<file path="config.mk">
export PLATFORM = sky130hd
export DESIGN_NAME = vic_top
export DESIGN_NICKNAME = d
export VERILOG_FILES = /design/src/hdl/vic_top.v /design/src/hdl/vic_pin_sync.v
export VERILOG_INCLUDE_DIRS = /design/src /design/src/hdl
export SDC_FILE = /design/constraint.sdc
export NUM_CORES = 1
export LEC_CHECK = 0
export BUFFER_PORTS_ARGS = -buffer_cell sky130_fd_sc_hd__buf_2
export CAP_MARGIN = 30
export CELL_PAD_IN_SITES_DETAIL_PLACEMENT = 0
export CELL_PAD_IN_SITES_GLOBAL_PLACEMENT = 1
export CORE_MARGIN = 3
export CORE_UTILIZATION = 40
export DETAILED_ROUTE_END_ITERATION = 8
export PLACE_DENSITY = 0.88
export SYNTH_ARGS = -nofsm -noshare
export SYNTH_HDL_FRONTEND = slang
export SYNTH_HIERARCHICAL = 1
export SYNTH_SLANG_ARGS = --single-unit
</file>
<file path="constraint.sdc">
create_clock -name clk_i -period 3.2 [get_ports clk_i]
set_input_delay 0.32 -clock clk_i [delete_from_list [all_inputs] [get_ports clk_i]]
set_output_delay 0.32 -clock clk_i [all_outputs]
set_load 0.05 [all_outputs]
</file>
<file path="src/hdl/vic_regs.vh">
// Register offsets, field positions, reset values and timing counts of the vectored interrupt control.
`ifndef VIC_REGS_VH
`define VIC_REGS_VH
`define VIC_ADDR_W        8
`define VIC_OFF_CTRL      8'h00
`define VIC_OFF_PFLAG_A   8'h04
`define VIC_OFF_PFLAG_B   8'h08
`define VIC_OFF_PMASK_A   8'h0c
`define VIC_OFF_PMASK_B   8'h10
`define VIC_OFF_OPTION    8'h14
`define VIC_OFF_STATUS    8'h18
`define VIC_BIT_PORT_FLAG 0
`define VIC_BIT_EXT_FLAG  1
`define VIC_BIT_TMR_FLAG  2
`define VIC_BIT_PORT_MASK 3
`define VIC_BIT_EXT_MASK  4
`define VIC_BIT_TMR_MASK  5
`define VIC_BIT_PERI_EN   6
`define VIC_BIT_GIE       7
`define VIC_BIT_EDGE_SEL  6
`define VIC_RST_CTRL      8'h00
`define VIC_RST_PERIPH    8'h00
`define VIC_RST_OPTION    8'hff
`define VIC_PFLAG_A_W     8
`define VIC_PFLAG_B_W     1
`define VIC_VECTOR        13'h0004
`define VIC_TMR_MAX       8'hff
`define VIC_TMR_WRAP      8'h00
`define VIC_ACK_LAST      1'b1
`define VIC_CYC_PER_INSTR 3'd4
`define VIC_RESP_OKAY     2'b00
`define VIC_RESP_SLVERR   2'b10
`endif

</file>
<file path="src/hdl/vic_top.v">
// Vectored interrupt control with AXI4-Lite register access and core sequencer handshake.
`timescale 1ns/10ps
`include "vic_regs.vh"
// Function
// Twelve sources, each held in its own flag bit.
// Flags set on events regardless of masks or global enable.
// Global enable in control bit 7 allows unmasked sources or blocks all.
// Enabled flagged and masked source requests vectoring at once.
// Every reset clears the global enable.
// Return-from-interrupt sets the global enable again.
// Pin, port change and timer flags live in the main control register.
// Peripheral flags and masks in two register pairs, gated by group enable.
// Acknowledge clears global enable, pushes return address, jumps to 0004h.
// External event to vector latency is three or four instruction cycles.
// Latency independent of one or two cycle instructions.
// Software clears serviced flags before re-enabling interrupts.
// Software polls flags to find sources sharing one vector.
// Wake from sleep with enable set runs PC+1 then jumps to vector.
// Wake-up sets flag bits and leaves enable bits unchanged.
// Software repeats clearing global enable until read-back shows clear.
// Pin interrupt on rising or falling edge by edge select sets bit 1.
// Timer0 wrap from FFh to 00h sets bit 2; its mask is bit 5.
// Change on upper four port pins sets port change flag bit 0.
// Enabled pin interrupt wakes from sleep; global enable decides vectoring.
// Request is global enable AND OR of enabled core and gated peripheral pairs.
module vic_top
(
  input  wire        clk_i,
  input  wire        reset_i,
  input  wire [7:0]  s_axi_awaddr,
  input  wire        s_axi_awvalid,
  output wire        s_axi_awready,
  input  wire [31:0] s_axi_wdata,
  input  wire [3:0]  s_axi_wstrb,
  input  wire        s_axi_wvalid,
  output wire        s_axi_wready,
  output reg  [1:0]  s_axi_bresp,
  output reg         s_axi_bvalid,
  input  wire        s_axi_bready,
  input  wire [7:0]  s_axi_araddr,
  input  wire        s_axi_arvalid,
  output wire        s_axi_arready,
  output reg  [31:0] s_axi_rdata,
  output reg  [1:0]  s_axi_rresp,
  output reg         s_axi_rvalid,
  input  wire        s_axi_rready,
  input  wire        ext_irq_pin_i,
  input  wire [3:0]  port_hi_pins_i,
  input  wire [7:0]  timer0_count_i,
  input  wire [7:0]  periph_event_a_i,
  input  wire        periph_event_b_i,
  input  wire        instr_cycle_i,
  input  wire        sleeping_i,
  input  wire        return_from_irq_instr_i,
  input  wire        gie_clear_instr_i,
  input  wire [12:0] pc_i,
  output wire        irq_request_o,
  output wire        wake_o,
  output reg         vector_load_o,
  output reg  [12:0] vector_addr_o,
  output reg         stack_push_o,
  output reg  [12:0] return_addr_o
);
  localparam ST_IDLE = 2'b00;
  localparam ST_WAIT = 2'b01;
  localparam ST_WAKE = 2'b10;

  reg [7:0]                  ctrl_reg;
  reg [`VIC_PFLAG_A_W-1:0]   pflag_a_reg;
  reg [`VIC_PFLAG_B_W-1:0]   pflag_b_reg;
  reg [`VIC_PFLAG_A_W-1:0]   pmask_a_reg;
  reg [`VIC_PFLAG_B_W-1:0]   pmask_b_reg;
  reg [7:0]                  option_reg;
  reg [7:0]                  tmr_prev_reg;
  reg [3:0]                  port_last_reg;
  reg [1:0]                  state_reg;
  reg                        ack_cnt_reg;
  reg                        aw_held_reg;
  reg [7:0]                  aw_addr_reg;
  reg                        w_held_reg;
  reg [31:0]                 w_data_reg;
  reg [3:0]                  w_strb_reg;
  wire                       ext_level;
  wire                       ext_rise;
  wire                       ext_fall;
  wire [3:0]                 port_level;
  wire                       port_change;
  wire                       ext_event;
  wire                       tmr_event;
  wire                       core_pend;
  wire                       peri_pend;
  wire                       wr_fire;
  wire                       rd_fire;
  wire [`VIC_PFLAG_A_W-1:0]  pflag_a_next;
  wire [`VIC_PFLAG_B_W-1:0]  pflag_b_next;

  // Masks a byte with write strobe lane 0.
  function [7:0] merge_byte;
    input [7:0] old_val;
    input [7:0] new_val;
    input       lane;
    begin
      merge_byte = lane ? new_val : old_val;
    end
  endfunction

  // Tells whether a write address selects the register at the given offset.
  function wr_hit;
    input [`VIC_ADDR_W-1:0] addr;
    input [`VIC_ADDR_W-1:0] off;
    begin
      wr_hit = (addr == off);
    end
  endfunction

  vic_pin_sync u_ext_sync
  (
    .clk_i   (clk_i),
    .reset_i (reset_i),
    .pin_i   (ext_irq_pin_i),
    .level_o (ext_level),
    .rise_o  (ext_rise),
    .fall_o  (ext_fall)
  );

  genvar gi;
  generate
    for (gi = 0; gi < 4; gi = gi + 1)
    begin : g_port
      vic_pin_sync u_port_sync
      (
        .clk_i   (clk_i),
        .reset_i (reset_i),
        .pin_i   (port_hi_pins_i[gi]),
        .level_o (port_level[gi]),
        .rise_o  (),
        .fall_o  ()
      );
    end
  endgenerate

  assign ext_event   = option_reg[`VIC_BIT_EDGE_SEL] ? ext_rise : ext_fall;
  assign port_change = |(port_level ^ port_last_reg);
  assign tmr_event   = (tmr_prev_reg == `VIC_TMR_MAX) && (timer0_count_i == `VIC_TMR_WRAP);
  assign core_pend   = (ctrl_reg[`VIC_BIT_PORT_FLAG] & ctrl_reg[`VIC_BIT_PORT_MASK]) |
                       (ctrl_reg[`VIC_BIT_EXT_FLAG] & ctrl_reg[`VIC_BIT_EXT_MASK]) |
                       (ctrl_reg[`VIC_BIT_TMR_FLAG] & ctrl_reg[`VIC_BIT_TMR_MASK]);
  assign peri_pend   = ctrl_reg[`VIC_BIT_PERI_EN] &
                       (|(pflag_a_reg & pmask_a_reg) | |(pflag_b_reg & pmask_b_reg));
  assign irq_request_o = ctrl_reg[`VIC_BIT_GIE] & (core_pend | peri_pend);
  assign wake_o        = sleeping_i & (core_pend | peri_pend);
  assign pflag_a_next  = (wr_fire && wr_hit(aw_addr_reg, `VIC_OFF_PFLAG_A) ?
                          merge_byte(pflag_a_reg, w_data_reg[7:0], w_strb_reg[0]) : pflag_a_reg) | periph_event_a_i;
  assign pflag_b_next  = (wr_fire && wr_hit(aw_addr_reg, `VIC_OFF_PFLAG_B) && w_strb_reg[0] ?
                          w_data_reg[0] : pflag_b_reg) | periph_event_b_i;

  assign s_axi_awready = !aw_held_reg && !s_axi_bvalid;
  assign s_axi_wready  = !w_held_reg && !s_axi_bvalid;
  assign s_axi_arready = !s_axi_rvalid;
  assign wr_fire       = aw_held_reg && w_held_reg && !s_axi_bvalid;
  assign rd_fire       = s_axi_arvalid && s_axi_arready;

  always @(posedge clk_i or posedge reset_i)
  begin
    if (reset_i)
    begin
      ctrl_reg      <= `VIC_RST_CTRL;
      pflag_a_reg   <= {`VIC_PFLAG_A_W{1'b0}};
      pflag_b_reg   <= {`VIC_PFLAG_B_W{1'b0}};
      pmask_a_reg   <= {`VIC_PFLAG_A_W{1'b0}};
      pmask_b_reg   <= {`VIC_PFLAG_B_W{1'b0}};
      option_reg    <= `VIC_RST_OPTION;
      tmr_prev_reg  <= `VIC_RST_PERIPH;
      port_last_reg <= 4'h0;
      state_reg     <= ST_IDLE;
      ack_cnt_reg   <= 1'b0;
      vector_load_o <= 1'b0;
      vector_addr_o <= 13'h0000;
      stack_push_o  <= 1'b0;
      return_addr_o <= 13'h0000;
      aw_held_reg   <= 1'b0;
      aw_addr_reg   <= 8'h00;
      w_held_reg    <= 1'b0;
      w_data_reg    <= 32'h00000000;
      w_strb_reg    <= 4'h0;
      s_axi_bvalid  <= 1'b0;
      s_axi_bresp   <= `VIC_RESP_OKAY;
      s_axi_rvalid  <= 1'b0;
      s_axi_rresp   <= `VIC_RESP_OKAY;
      s_axi_rdata   <= 32'h00000000;
    end
    else
    begin
      tmr_prev_reg  <= timer0_count_i;
      port_last_reg <= port_level;
      vector_load_o <= 1'b0;
      stack_push_o  <= 1'b0;
      if (s_axi_awvalid && s_axi_awready)
      begin
        aw_held_reg <= 1'b1;
        aw_addr_reg <= s_axi_awaddr;
      end
      if (s_axi_wvalid && s_axi_wready)
      begin
        w_held_reg <= 1'b1;
        w_data_reg <= s_axi_wdata;
        w_strb_reg <= s_axi_wstrb;
      end
      if (wr_fire)
      begin
        aw_held_reg  <= 1'b0;
        w_held_reg   <= 1'b0;
        s_axi_bvalid <= 1'b1;
        s_axi_bresp  <= `VIC_RESP_OKAY;
        case (aw_addr_reg)
          `VIC_OFF_CTRL:    ctrl_reg    <= merge_byte(ctrl_reg, w_data_reg[7:0], w_strb_reg[0]);
          `VIC_OFF_PFLAG_A: pflag_a_reg <= merge_byte(pflag_a_reg, w_data_reg[7:0], w_strb_reg[0]);
          `VIC_OFF_PFLAG_B: pflag_b_reg <= w_strb_reg[0] ? w_data_reg[0] : pflag_b_reg;
          `VIC_OFF_PMASK_A: pmask_a_reg <= merge_byte(pmask_a_reg, w_data_reg[7:0], w_strb_reg[0]);
          `VIC_OFF_PMASK_B: pmask_b_reg <= w_strb_reg[0] ? w_data_reg[0] : pmask_b_reg;
          `VIC_OFF_OPTION:  option_reg  <= merge_byte(option_reg, w_data_reg[7:0], w_strb_reg[0]);
          `VIC_OFF_STATUS:  s_axi_bresp <= `VIC_RESP_OKAY;
          default:          s_axi_bresp <= `VIC_RESP_SLVERR;
        endcase
      end
      else if (s_axi_bvalid && s_axi_bready)
        s_axi_bvalid <= 1'b0;
      if (gie_clear_instr_i)
        ctrl_reg[`VIC_BIT_GIE] <= 1'b0;
      if (return_from_irq_instr_i)
        ctrl_reg[`VIC_BIT_GIE] <= 1'b1;
      // Hardware set of a flag wins over a software clear in the same cycle.
      if (ext_event)
        ctrl_reg[`VIC_BIT_EXT_FLAG] <= 1'b1;
      if (port_change)
        ctrl_reg[`VIC_BIT_PORT_FLAG] <= 1'b1;
      if (tmr_event)
        ctrl_reg[`VIC_BIT_TMR_FLAG] <= 1'b1;
      pflag_a_reg <= pflag_a_next;
      pflag_b_reg <= pflag_b_next;
      // Acknowledge waits for an instruction cycle boundary so latency is the same for any instruction.
      // A request is taken at the second boundary in wait; the boundary that ends sleep counts as the first.
      case (state_reg)
        ST_IDLE:
        begin
          ack_cnt_reg <= 1'b0;
          if (irq_request_o && sleeping_i)
            state_reg <= ST_WAKE;
          else if (irq_request_o)
            state_reg <= ST_WAIT;
        end
        ST_WAKE:
        begin
          if (!sleeping_i && instr_cycle_i)
          begin
            state_reg   <= ST_WAIT;
            ack_cnt_reg <= `VIC_ACK_LAST;
          end
        end
        ST_WAIT:
        begin
          if (instr_cycle_i && ack_cnt_reg == `VIC_ACK_LAST)
          begin
            ack_cnt_reg              <= 1'b0;
            state_reg                <= ST_IDLE;
            ctrl_reg[`VIC_BIT_GIE]   <= 1'b0;
            stack_push_o             <= 1'b1;
            return_addr_o            <= pc_i;
            vector_load_o            <= 1'b1;
            vector_addr_o            <= `VIC_VECTOR;
          end
          else if (!irq_request_o)
          begin
            state_reg   <= ST_IDLE;
            ack_cnt_reg <= 1'b0;
          end
          else if (instr_cycle_i)
            ack_cnt_reg <= `VIC_ACK_LAST;
        end
        default: state_reg <= ST_IDLE;
      endcase
      if (rd_fire)
      begin
        s_axi_rvalid <= 1'b1;
        s_axi_rresp  <= `VIC_RESP_OKAY;
        case (s_axi_araddr)
          `VIC_OFF_CTRL:    s_axi_rdata <= {24'h000000, ctrl_reg};
          `VIC_OFF_PFLAG_A: s_axi_rdata <= {24'h000000, pflag_a_reg};
          `VIC_OFF_PFLAG_B: s_axi_rdata <= {31'h00000000, pflag_b_reg};
          `VIC_OFF_PMASK_A: s_axi_rdata <= {24'h000000, pmask_a_reg};
          `VIC_OFF_PMASK_B: s_axi_rdata <= {31'h00000000, pmask_b_reg};
          `VIC_OFF_OPTION:  s_axi_rdata <= {24'h000000, option_reg};
          `VIC_OFF_STATUS:  s_axi_rdata <= {27'h0000000, ext_level, irq_request_o, wake_o, state_reg};
          default:
          begin
            s_axi_rdata <= 32'h00000000;
            s_axi_rresp <= `VIC_RESP_SLVERR;
          end
        endcase
      end
      else if (s_axi_rvalid && s_axi_rready)
        s_axi_rvalid <= 1'b0;
    end
  end
endmodule

</file>
<file path="src/hdl/vic_pin_sync.v">
// Three-stage pin synchroniser that reports a settled level and its edges.
`timescale 1ns/10ps
module vic_pin_sync
(
  input  wire clk_i,
  input  wire reset_i,
  input  wire pin_i,
  output reg  level_o,
  output wire rise_o,
  output wire fall_o
);
  reg s1_reg;
  reg s2_reg;
  reg s3_reg;
  always @(posedge clk_i or posedge reset_i)
  begin
    if (reset_i)
    begin
      s1_reg  <= 1'b0;
      s2_reg  <= 1'b0;
      s3_reg  <= 1'b0;
      level_o <= 1'b0;
    end
    else
    begin
      s1_reg <= pin_i;
      s2_reg <= s1_reg;
      s3_reg <= s2_reg;
      if (s2_reg == s3_reg)
        level_o <= s3_reg;
    end
  end
  assign rise_o = (s2_reg == s3_reg) && s3_reg && !level_o;
  assign fall_o = (s2_reg == s3_reg) && !s3_reg && level_o;
endmodule

</file>
==> flow_summary.ini, run 1 <==
[status]
status = finished, final reports clean

[pwr]
peakVddDrop_uv = 724
p_leak_uw = 0.00316
power.density_nw_per_um2 = 735

[global_route]
met3_usage_pct = 5.37
grt.overflow.total = 0
antenna_found_initial = 0
grt_pass1_vias = 3639
grtUsageMet2_pct = 25.5
grt-busiest-layer = met2
grt_max_degree = 47
grt_pass1_wl_um = 17800
met1_usage_pct = 20.4
grt_use_total_pct = 15.8

[sta]
skew_ns = 0.00697
finalSetupViolations = 0
tns_ns = 0
slew_headroom_pct = 51.0
rsz0062_at_grt = false
hold_ws_ns = 0.0186
fin_crit_ns = 2.62
slew_violations = 0
max_freq_ghz = 0.381
timing.final.crit_share_pct = 82.0
worst_pin_slew_ns = 0.730
hold_viol = 0

[route]
routed-via-count = 3486
first_iter_violations = 157
vias_per_cell = 4.86
drt_wl_total_um = 10800
route.detailed.drc = 0
avgRoutedWirePerCell_um = 15.1
firstDrtPassIters = 4
ant_nets = 0

[placement]
post-dp-hpwl_um = 8140
gp_congestion = 0.872
portBuffers = 103
dp_cells = 684

[die]
die_area_sq_um = 14300
die_y_um = 120
die_x_um = 120
ios = 169
rows = 40
start_util_pct = 41.9
core_sq_um = 12300

[clocking]
cts.reportedPaths.clkPinSlew_ns = 0.05
clk_path_buf_depth = 2
cts_max_level = 4
cts-root-buf = clkbuf_16
worstSkewPairLatency_ns = 0.41
cts_setup_buffers = 0
cts_buffers = 17
cts_sinks = 115
tritoncts = built

[min_path]
hp-class = in -> reg

[setup_path]
start_kind = flop
crit_type = reg -> out
cp.required_ns = 2.88
endpoint_kind = primary output
path_max_fanout = 7
worstPathArrival_ns = 2.30

[layout]
largest-register = return_addr_o
area_delta_synth_final_pct = 23.8
antenna_cells = 0
nets = 645
largest_register_ffs = 13
drive_gt1_share_pct = 38.4
instances_no_fill = 718

[yosys]
syn_area_sq_um = 5150
synth_cells = 420
syn_area_per_cell_sq_um = 12.3
yosysWarnings = 6

[job]
maxCapViolations = 0
through the flow:
| step | total power (uW) | utilization, % | area [sq um] | setup WS (ns) |
|---|---|---|---|---|
| after global placement | 2690 | 46.6 | 5730 | 0.817 |
| after CTS | 4730 | 51.7 | 6370 | 0.594 |
| final | 4690 | 51.8 | 6380 | 0.577 |
| after global routing | 4920 | 51.8 | 6380 | 0.390 |
| after floorplan | 2540 | - | 5290 | 0.416 |
| after detailed placement | 2740 | 46.6 | 5730 | 0.760 |
final cells by class:
cell class | instances | area (sq um)
timing repair buffer | 112 | 588
fill | 1116 | 5930
sequential | 115 | 2890
clock inverter | 13 | 183
inverter | 35 | 134
multi-input combinational | 256 | 1930
tap | 168 | 210
clock buffer | 19 | 443
critical path: stages, from the launching register on:
cell and delay, ns:
dfrtp_1 0.41, a222oi_1 0.35, nand3_1 0.16, o221ai_1 0.34
clkinv_1 0.33, buf_2 0.30
worst paths after layout:
kind	slack, ns	start	cells past startpoint	to
min in group asynchronous	0.39	reset_i	3	g_port[3].u_port_sync/level_o
worst min register to register	0.35	g_port[3].u_port_sync/s1_reg	0	g_port[3].u_port_sync/s2_reg
worst max-delay path	0.58	pflag_a_reg[5]	5	irq_request_o
max in group asynchronous	1.85	reset_i	4	option_reg[0]
worst min-delay path	0.02	port_hi_pins_i[3]	1	g_port[3].u_port_sync/s1_reg
worst max register to register	0.77	aw_addr_reg[1]	4	ctrl_reg[3]
where the power goes:
group	leakage [uW]	switching (uW)	internal, uW
Sequential	0.00139	224	1680
Clock	0.000307	647	1320
Combinational	0.00146	517	301
Total	0.00316	1390	3300
metal layers:
| layer | up-vias | part of all wire, % |
|---|---|---|
| met1 | 1723 | 43 |
| met2 | 114 | 50 |
| met4 | 0 | 0.97 |
| met3 | 13 | 6.1 |
| met5 | - | 0 |
| li1 | 1636 | - |
placed cells by master, fill, tap and decap left out, drive strengths merged, types with 4 or more instances in the layout:
cell type / count
a211o: 9
nand3b: 6
conb: 38
a22o: 10
nor3: 4
dfstp: 8
mux2i: 5
inv: 35
ha: 10
dfrtp: 107
a21oi: 4
nor2b: 4
a22oi: 7
nand3: 12
nor2: 10
clkinv: 8
xor2: 4
mux2: 54
clkbuf: 19
nand2: 21
bufinv: 4
or3: 4
o21ai: 16
nor4: 6
buf: 110
timing repair:
item                                    4_1_cts  5_1_grt
hold buffers                                  1        1
hold endpoints to repair                     20        1
resized for setup                             0        0
endpoints found under the setup margin        0        0
Note: power is estimated with default switching activity, not from simulation.
==> run 2, diff against run 1 <==
Settings changed: CORE_UTILIZATION 40 to 36, PLACE_DENSITY 0.88 to 0.84.
Clock period 3.2 ns to 2.2 ns, I/O delays scaled along.
==> run 2 against run 1 <==
  * Combinational power grew 62%
  * Cell count grew 6.4%
  * Core utilization shrank 3.1 points
  * Non-clock buffer count grew 34
  * Sequential power grew 47%
  * Largest cell class unchanged
==> flow_summary.ini, run 2 (synthesis gave the netlist of run 1 again) <==
[route]
route.detailed.drc = 0
avgRoutedWirePerCell_um = 14.8
ant_nets = 0
vias_per_cell = 4.82
m1WireLength_um = 4830
first_iter_violations = 148
drt_wl_total_um = 11300
firstDrtPassIters = 5
routed-via-count = 3686
met2WireLength_um = 5600
wl_met3_um = 752
routed.top_layer = met4

[die]
start_util_pct = 37.0
ios = 169
die_area_sq_um = 15800
core_sq_um = 13900
die_y_um = 126
rows = 43
die_x_um = 126

[setup_path]
rr_worst_depth = 7
r2r-start = pmask_a_reg[5]
worstPathArrival_ns = 2.47
cp.required_ns = 2.48
endpoint_kind = flop
start_kind = flop
path_max_fanout = 4
crit_type = reg -> reg
r2r_slack_ns = 0.02
worstReg2RegEnd = ack_cnt_reg

[global_route]
grt_pass1_wl_um = 18700
antenna_found_initial = 0
grt_pass1_vias = 3779
grt_max_degree = 56
grt_use_total_pct = 14.9
grt.overflow.total = 0

[pwr]
power.density_nw_per_um2 = 996
switchingPower_uw = 2030
p_leak_uw = 0.00333
p_comb_share_pct = 19.5
peakVddDrop_uv = 666
internal-power_uw = 4730
power_frac_seq_pct = 41.2
power_frac_clock_pct = 39.3
p_sw_share_pct = 30.0

[sta]
slew_headroom_pct = 66.7
finalWorstSetupSlack_ns = 0.0181
timing.final.crit_share_pct = 99.2
hold_viol = 0
max_freq_ghz = 0.458
skew_ns = 0.0112
finalSetupViolations = 0
rsz0062_at_grt = true
slew_violations = 0
fin_crit_ns = 2.18
worst_pin_slew_ns = 0.495

[min_path]
whs_endpoint = pflag_a_reg[2]
hp-class = in -> reg
whs_path_depth = 2
min_from = periph_event_a_i[2]

[status]
status = finished, final reports clean

[placement]
portBuffers = 103
gp_congestion = 0.861
place_ws_ns = 0.0150
post-dp-hpwl_um = 8430

[clocking]
tritoncts = built
cts-root-buf = clkbuf_16
clk_path_buf_depth = 2
cts.reportedPaths.clkPinSlew_ns = 0.05
cts_sinks = 115
worstSkewPairLatency_ns = 0.41
cts_buffers = 17
cts_max_level = 4

[layout]
largest-register = return_addr_o
final_common_cell = dfrtp_1
largest_register_ffs = 13
layout_common_cells = dfrtp_1 (107), buf_2 (101), mux2_2 (45)
utilization_pct = 48.7
nets = 679
area_delta_synth_final_pct = 31.8
drive_gt1_share_pct = 39.6
antenna_cells = 0

[job]
maxCapViolations = 0
[run 2: cell count changes in the layout (fill, tap and decap cells not counted), moves of 3 or more]
cell,before,now
dlygate4sd3_1,2,21
buf_4,7,18
mux2_4,5,9
clkbuf_1,1,4
mux2_2,49,45
[run 2: worst max-delay path by stage]
stage          depth (start not counted)  slack, ns            from            end
4_1_cts                                6      -0.04  pflag_a_reg[5]  irq_request_o
3_3_place_gp                           5       0.06  aw_addr_reg[1]    pflag_b_reg
3_5_place_dp                           5       0.02  aw_addr_reg[1]    pflag_b_reg
2_1_floorplan                          4       0.02  aw_addr_reg[1]    ctrl_reg[3]
5_1_grt                                6       -0.1  pmask_a_reg[5]  irq_request_o
6_report                               7       0.02  pmask_a_reg[5]    ack_cnt_reg
[run 2: final cells by class]
type | count | area [sq um]
clock buffer | 24 | 482
clock inverter | 8 | 103
fill | 1247 | 7140
inverter | 35 | 136
multi-input combinational | 256 | 2010
sequential | 115 | 2890
tap | 180 | 225
timing repair buffer | 146 | 943
[run 2: through the flow]
step                      instance area (sq um)  std cells  total power, uW  setup TNS (ns)  hold WS, ns
final                                      6790        764             6760               0       0.0174
after global routing                       6790        764             7110          -0.239      0.00774
after CTS                                  6700        762             6750         -0.0980      0.00157
after detailed placement                   5850        705             4020               0        0.170
after global placement                     5850        705             3950               0        0.164
after floorplan                            5310        457             3700               0      -0.0139
[run 2: critical path, cell delays in order (launching register included)]
cell and delay, ns:
dfrtp_1 0.38, a222oi_1 0.41, nand3_1 0.17, o221ai_2 0.20, clkinv_2 0.11, buf_4 0.16, a311o_1 0.35, mux2_2 0.27
[run 2: metal layers]
layer	track usage, %	vias to the layer above
met5	0	-
li1	-	1698
met2	23.6	148
met3	4.66	14
met4	5.93	0
met1	19.1	1826
[run 2: repair_timing]
action	CTS	global route
gates resized for setup	6	13
hold buffers	21	0
hold endpoints to repair	58	0
setup buffers	4	2
pin swaps	3	4
endpoints found under the setup margin	1	29
[run 2: power by group through the flow]
stage	Clock, uW	Combinational [uW]	Sequential, uW
floorplan	0	943	2760
global placement	0	1180	2770
detailed placement	0	1220	2790
CTS	2710	1280	2760
global route	2840	1440	2830
finish	2660	1320	2790
==> run 3, diff against run 2 <==
Settings changed: BUFFER_PORTS_ARGS -buffer_cell sky130_fd_sc_hd__buf_2 to unset, CORE_UTILIZATION 36 to 44, DONT_BUFFER_PORTS set to 1, PLACE_DENSITY 0.84 to 0.82.
==> run 3 against run 2 <==
  * Highest routed layer unchanged
  * Clock power grew 6%
  * Critical endpoint is now irq_request_o
  * First-iteration DRC count is 14% higher
  * Flip-flop and latch count is the same
  * Fmax is 1.5% higher
  * Combinational power down 9.8%
  * Sequential power grew 1%
  * Largest power group unchanged
  * Clock-buffer cell count decreased by 2
==> flow_summary.ini, run 3 (synthesis gave the netlist of run 1 again) <==
[pwr]
peakVddDrop_uv = 918
p_sw_share_pct = 29.2
power_frac_clock_pct = 41.3
power_frac_seq_pct = 41.3
power.density_nw_per_um2 = 1050
p_comb_share_pct = 17.4
p_leak_uw = 0.00301
internal-power_uw = 4850
switchingPower_uw = 2000

[setup_path]
crit_type = reg -> out
cp.required_ns = 1.98
critPathMaxStageDelay_ns = 0.41
cpLargestDelayFamily = compound AO/OA/AOI/OAI gates
cp.buffers_inverters = 2
start_kind = flop
path_max_fanout = 4
endpoint_kind = primary output
worstPathArrival_ns = 1.93
crit_chain = a222oi_1, nand3_1, o221ai_2, clkinv_2, buf_4
crit_slowest_cell = a222oi_1

[placement]
place_ws_ns = 0.0503
dp_cells = 567
portBuffers = 0
gp_congestion = 0.844
post-dp-hpwl_um = 7630

[clocking]
cts_sinks = 115
worstSkewPairLatency_ns = 0.41
cts-root-buf = clkbuf_16
tritoncts = built
cts_buffers = 17
cts.reportedPaths.clkPinSlew_ns = 0.05
cts_max_level = 4
clk_path_buf_depth = 2

[global_route]
grt_use_total_pct = 17.5
grt_max_degree = 96
grt_pass1_wl_um = 17700
grt_pass1_vias = 3558
antenna_found_initial = 0
grt.overflow.total = 0

[layout]
layout_common_cells = dfrtp_1 (107), dlygate4sd3_1 (58), mux2_2 (45)
area_delta_synth_final_pct = 27.0
utilization_pct = 58.8
instances_no_fill = 657
largest-register = return_addr_o
nets = 613
antenna_cells = 0
drive_gt1_share_pct = 23.8
largest_register_ffs = 13
final_common_cell = dfrtp_1

[route]
ant_nets = 0
drt_wl_total_um = 10900
firstDrtPassIters = 4
vias_per_cell = 5.14
avgRoutedWirePerCell_um = 16.7
first_iter_violations = 169
routed-via-count = 3375
route.detailed.drc = 0

[die]
die_y_um = 114
core_sq_um = 11100
die_area_sq_um = 13000
rows = 38
start_util_pct = 46.3
die_x_um = 114
ios = 169

[sta]
timing.final.crit_share_pct = 97.7
hold_viol = 0
slew_violations = 0
max_freq_ghz = 0.465
rsz0062_at_grt = true
fin_crit_ns = 2.15
skew_ns = 0.0149
finalWorstSetupSlack_ns = 0.0512
hold_ws_ns = 0.0137
worst_pin_slew_ns = 0.563
slew_headroom_pct = 62.2
finalSetupViolations = 0

[job]
maxCapViolations = 0

[min_path]
hp-class = in -> reg

[status]
status = finished, final reports clean
[run 3: changes by cell type in the layout (fill, tap and decap cells not counted), moves of 2 or more]
cell           delta
dlygate4sd3_1    +37
buf_4             +2
bufinv_16         +2
clkbuf_8          -2
buf_8             -2
buf_6             -2
buf_2           -101
[run 3: cell type report]
type / instances / area [sq um]
multi-input cells: 256 / 1960
well taps: 140 / 175
repair buffers: 80 / 771
clock buffers: 22 / 454
inverters: 35 / 136
fillers: 910 / 4580
clock inverters: 9 / 155
flip-flops and latches: 115 / 2890
[run 3: metrics by stage]
stage                     TNS, ns  instance area [sq um]  total power [uW]
after floorplan                 0                   5310              3700
after global placement          0                   5330              3880
after detailed placement        0                   5330              3950
after CTS                       0                   6520              6890
after global routing      -0.0862                   6540              7160
final                           0                   6540              6850
[run 3: power groups by stage]
stage	sequential (uW)	combinational, uW	clock (uW)
after floorplan	2760	943	0
after global placement	2830	1050	0
after detailed placement	2850	1100	0
after CTS	2820	1190	2880
after global routing	2880	1300	2980
final	2830	1190	2830
[run 3: what timing repair did]
action,CTS,global route
hold buffers,58,0
endpoints found under the setup margin,1,7
hold endpoints to repair,164,0
resized for setup,0,5
pin swaps,1,2
buffers inserted,1,0
[run 3: metal layers]
layer  track usage [%]  part of all wire, %  up-vias
met5                 0                    0        -
met1              22.1                   43     1665
met2              27.8                   49      125
met4              5.23                 0.85        0
met3              6.92                  7.3       11
li1                  -                    -     1574
[run 3: final timing paths]
check | from | to | slack (ns) | cells past startpoint
worst max-delay path | pflag_a_reg[5] | irq_request_o | 0.05 | 5
worst min-delay path | gie_clear_instr_i | ctrl_reg[7] | 0.01 | 2
worst max register to register | aw_addr_reg[1] | ctrl_reg[3] | 0.05 | 5
worst min register to register | g_port[2].u_port_sync/s1_reg | g_port[2].u_port_sync/s2_reg | 0.35 | 0
max in group asynchronous | reset_i | option_reg[0] | 1.25 | 3
min in group asynchronous | reset_i | u_ext_sync/s1_reg | 0.28 | 2
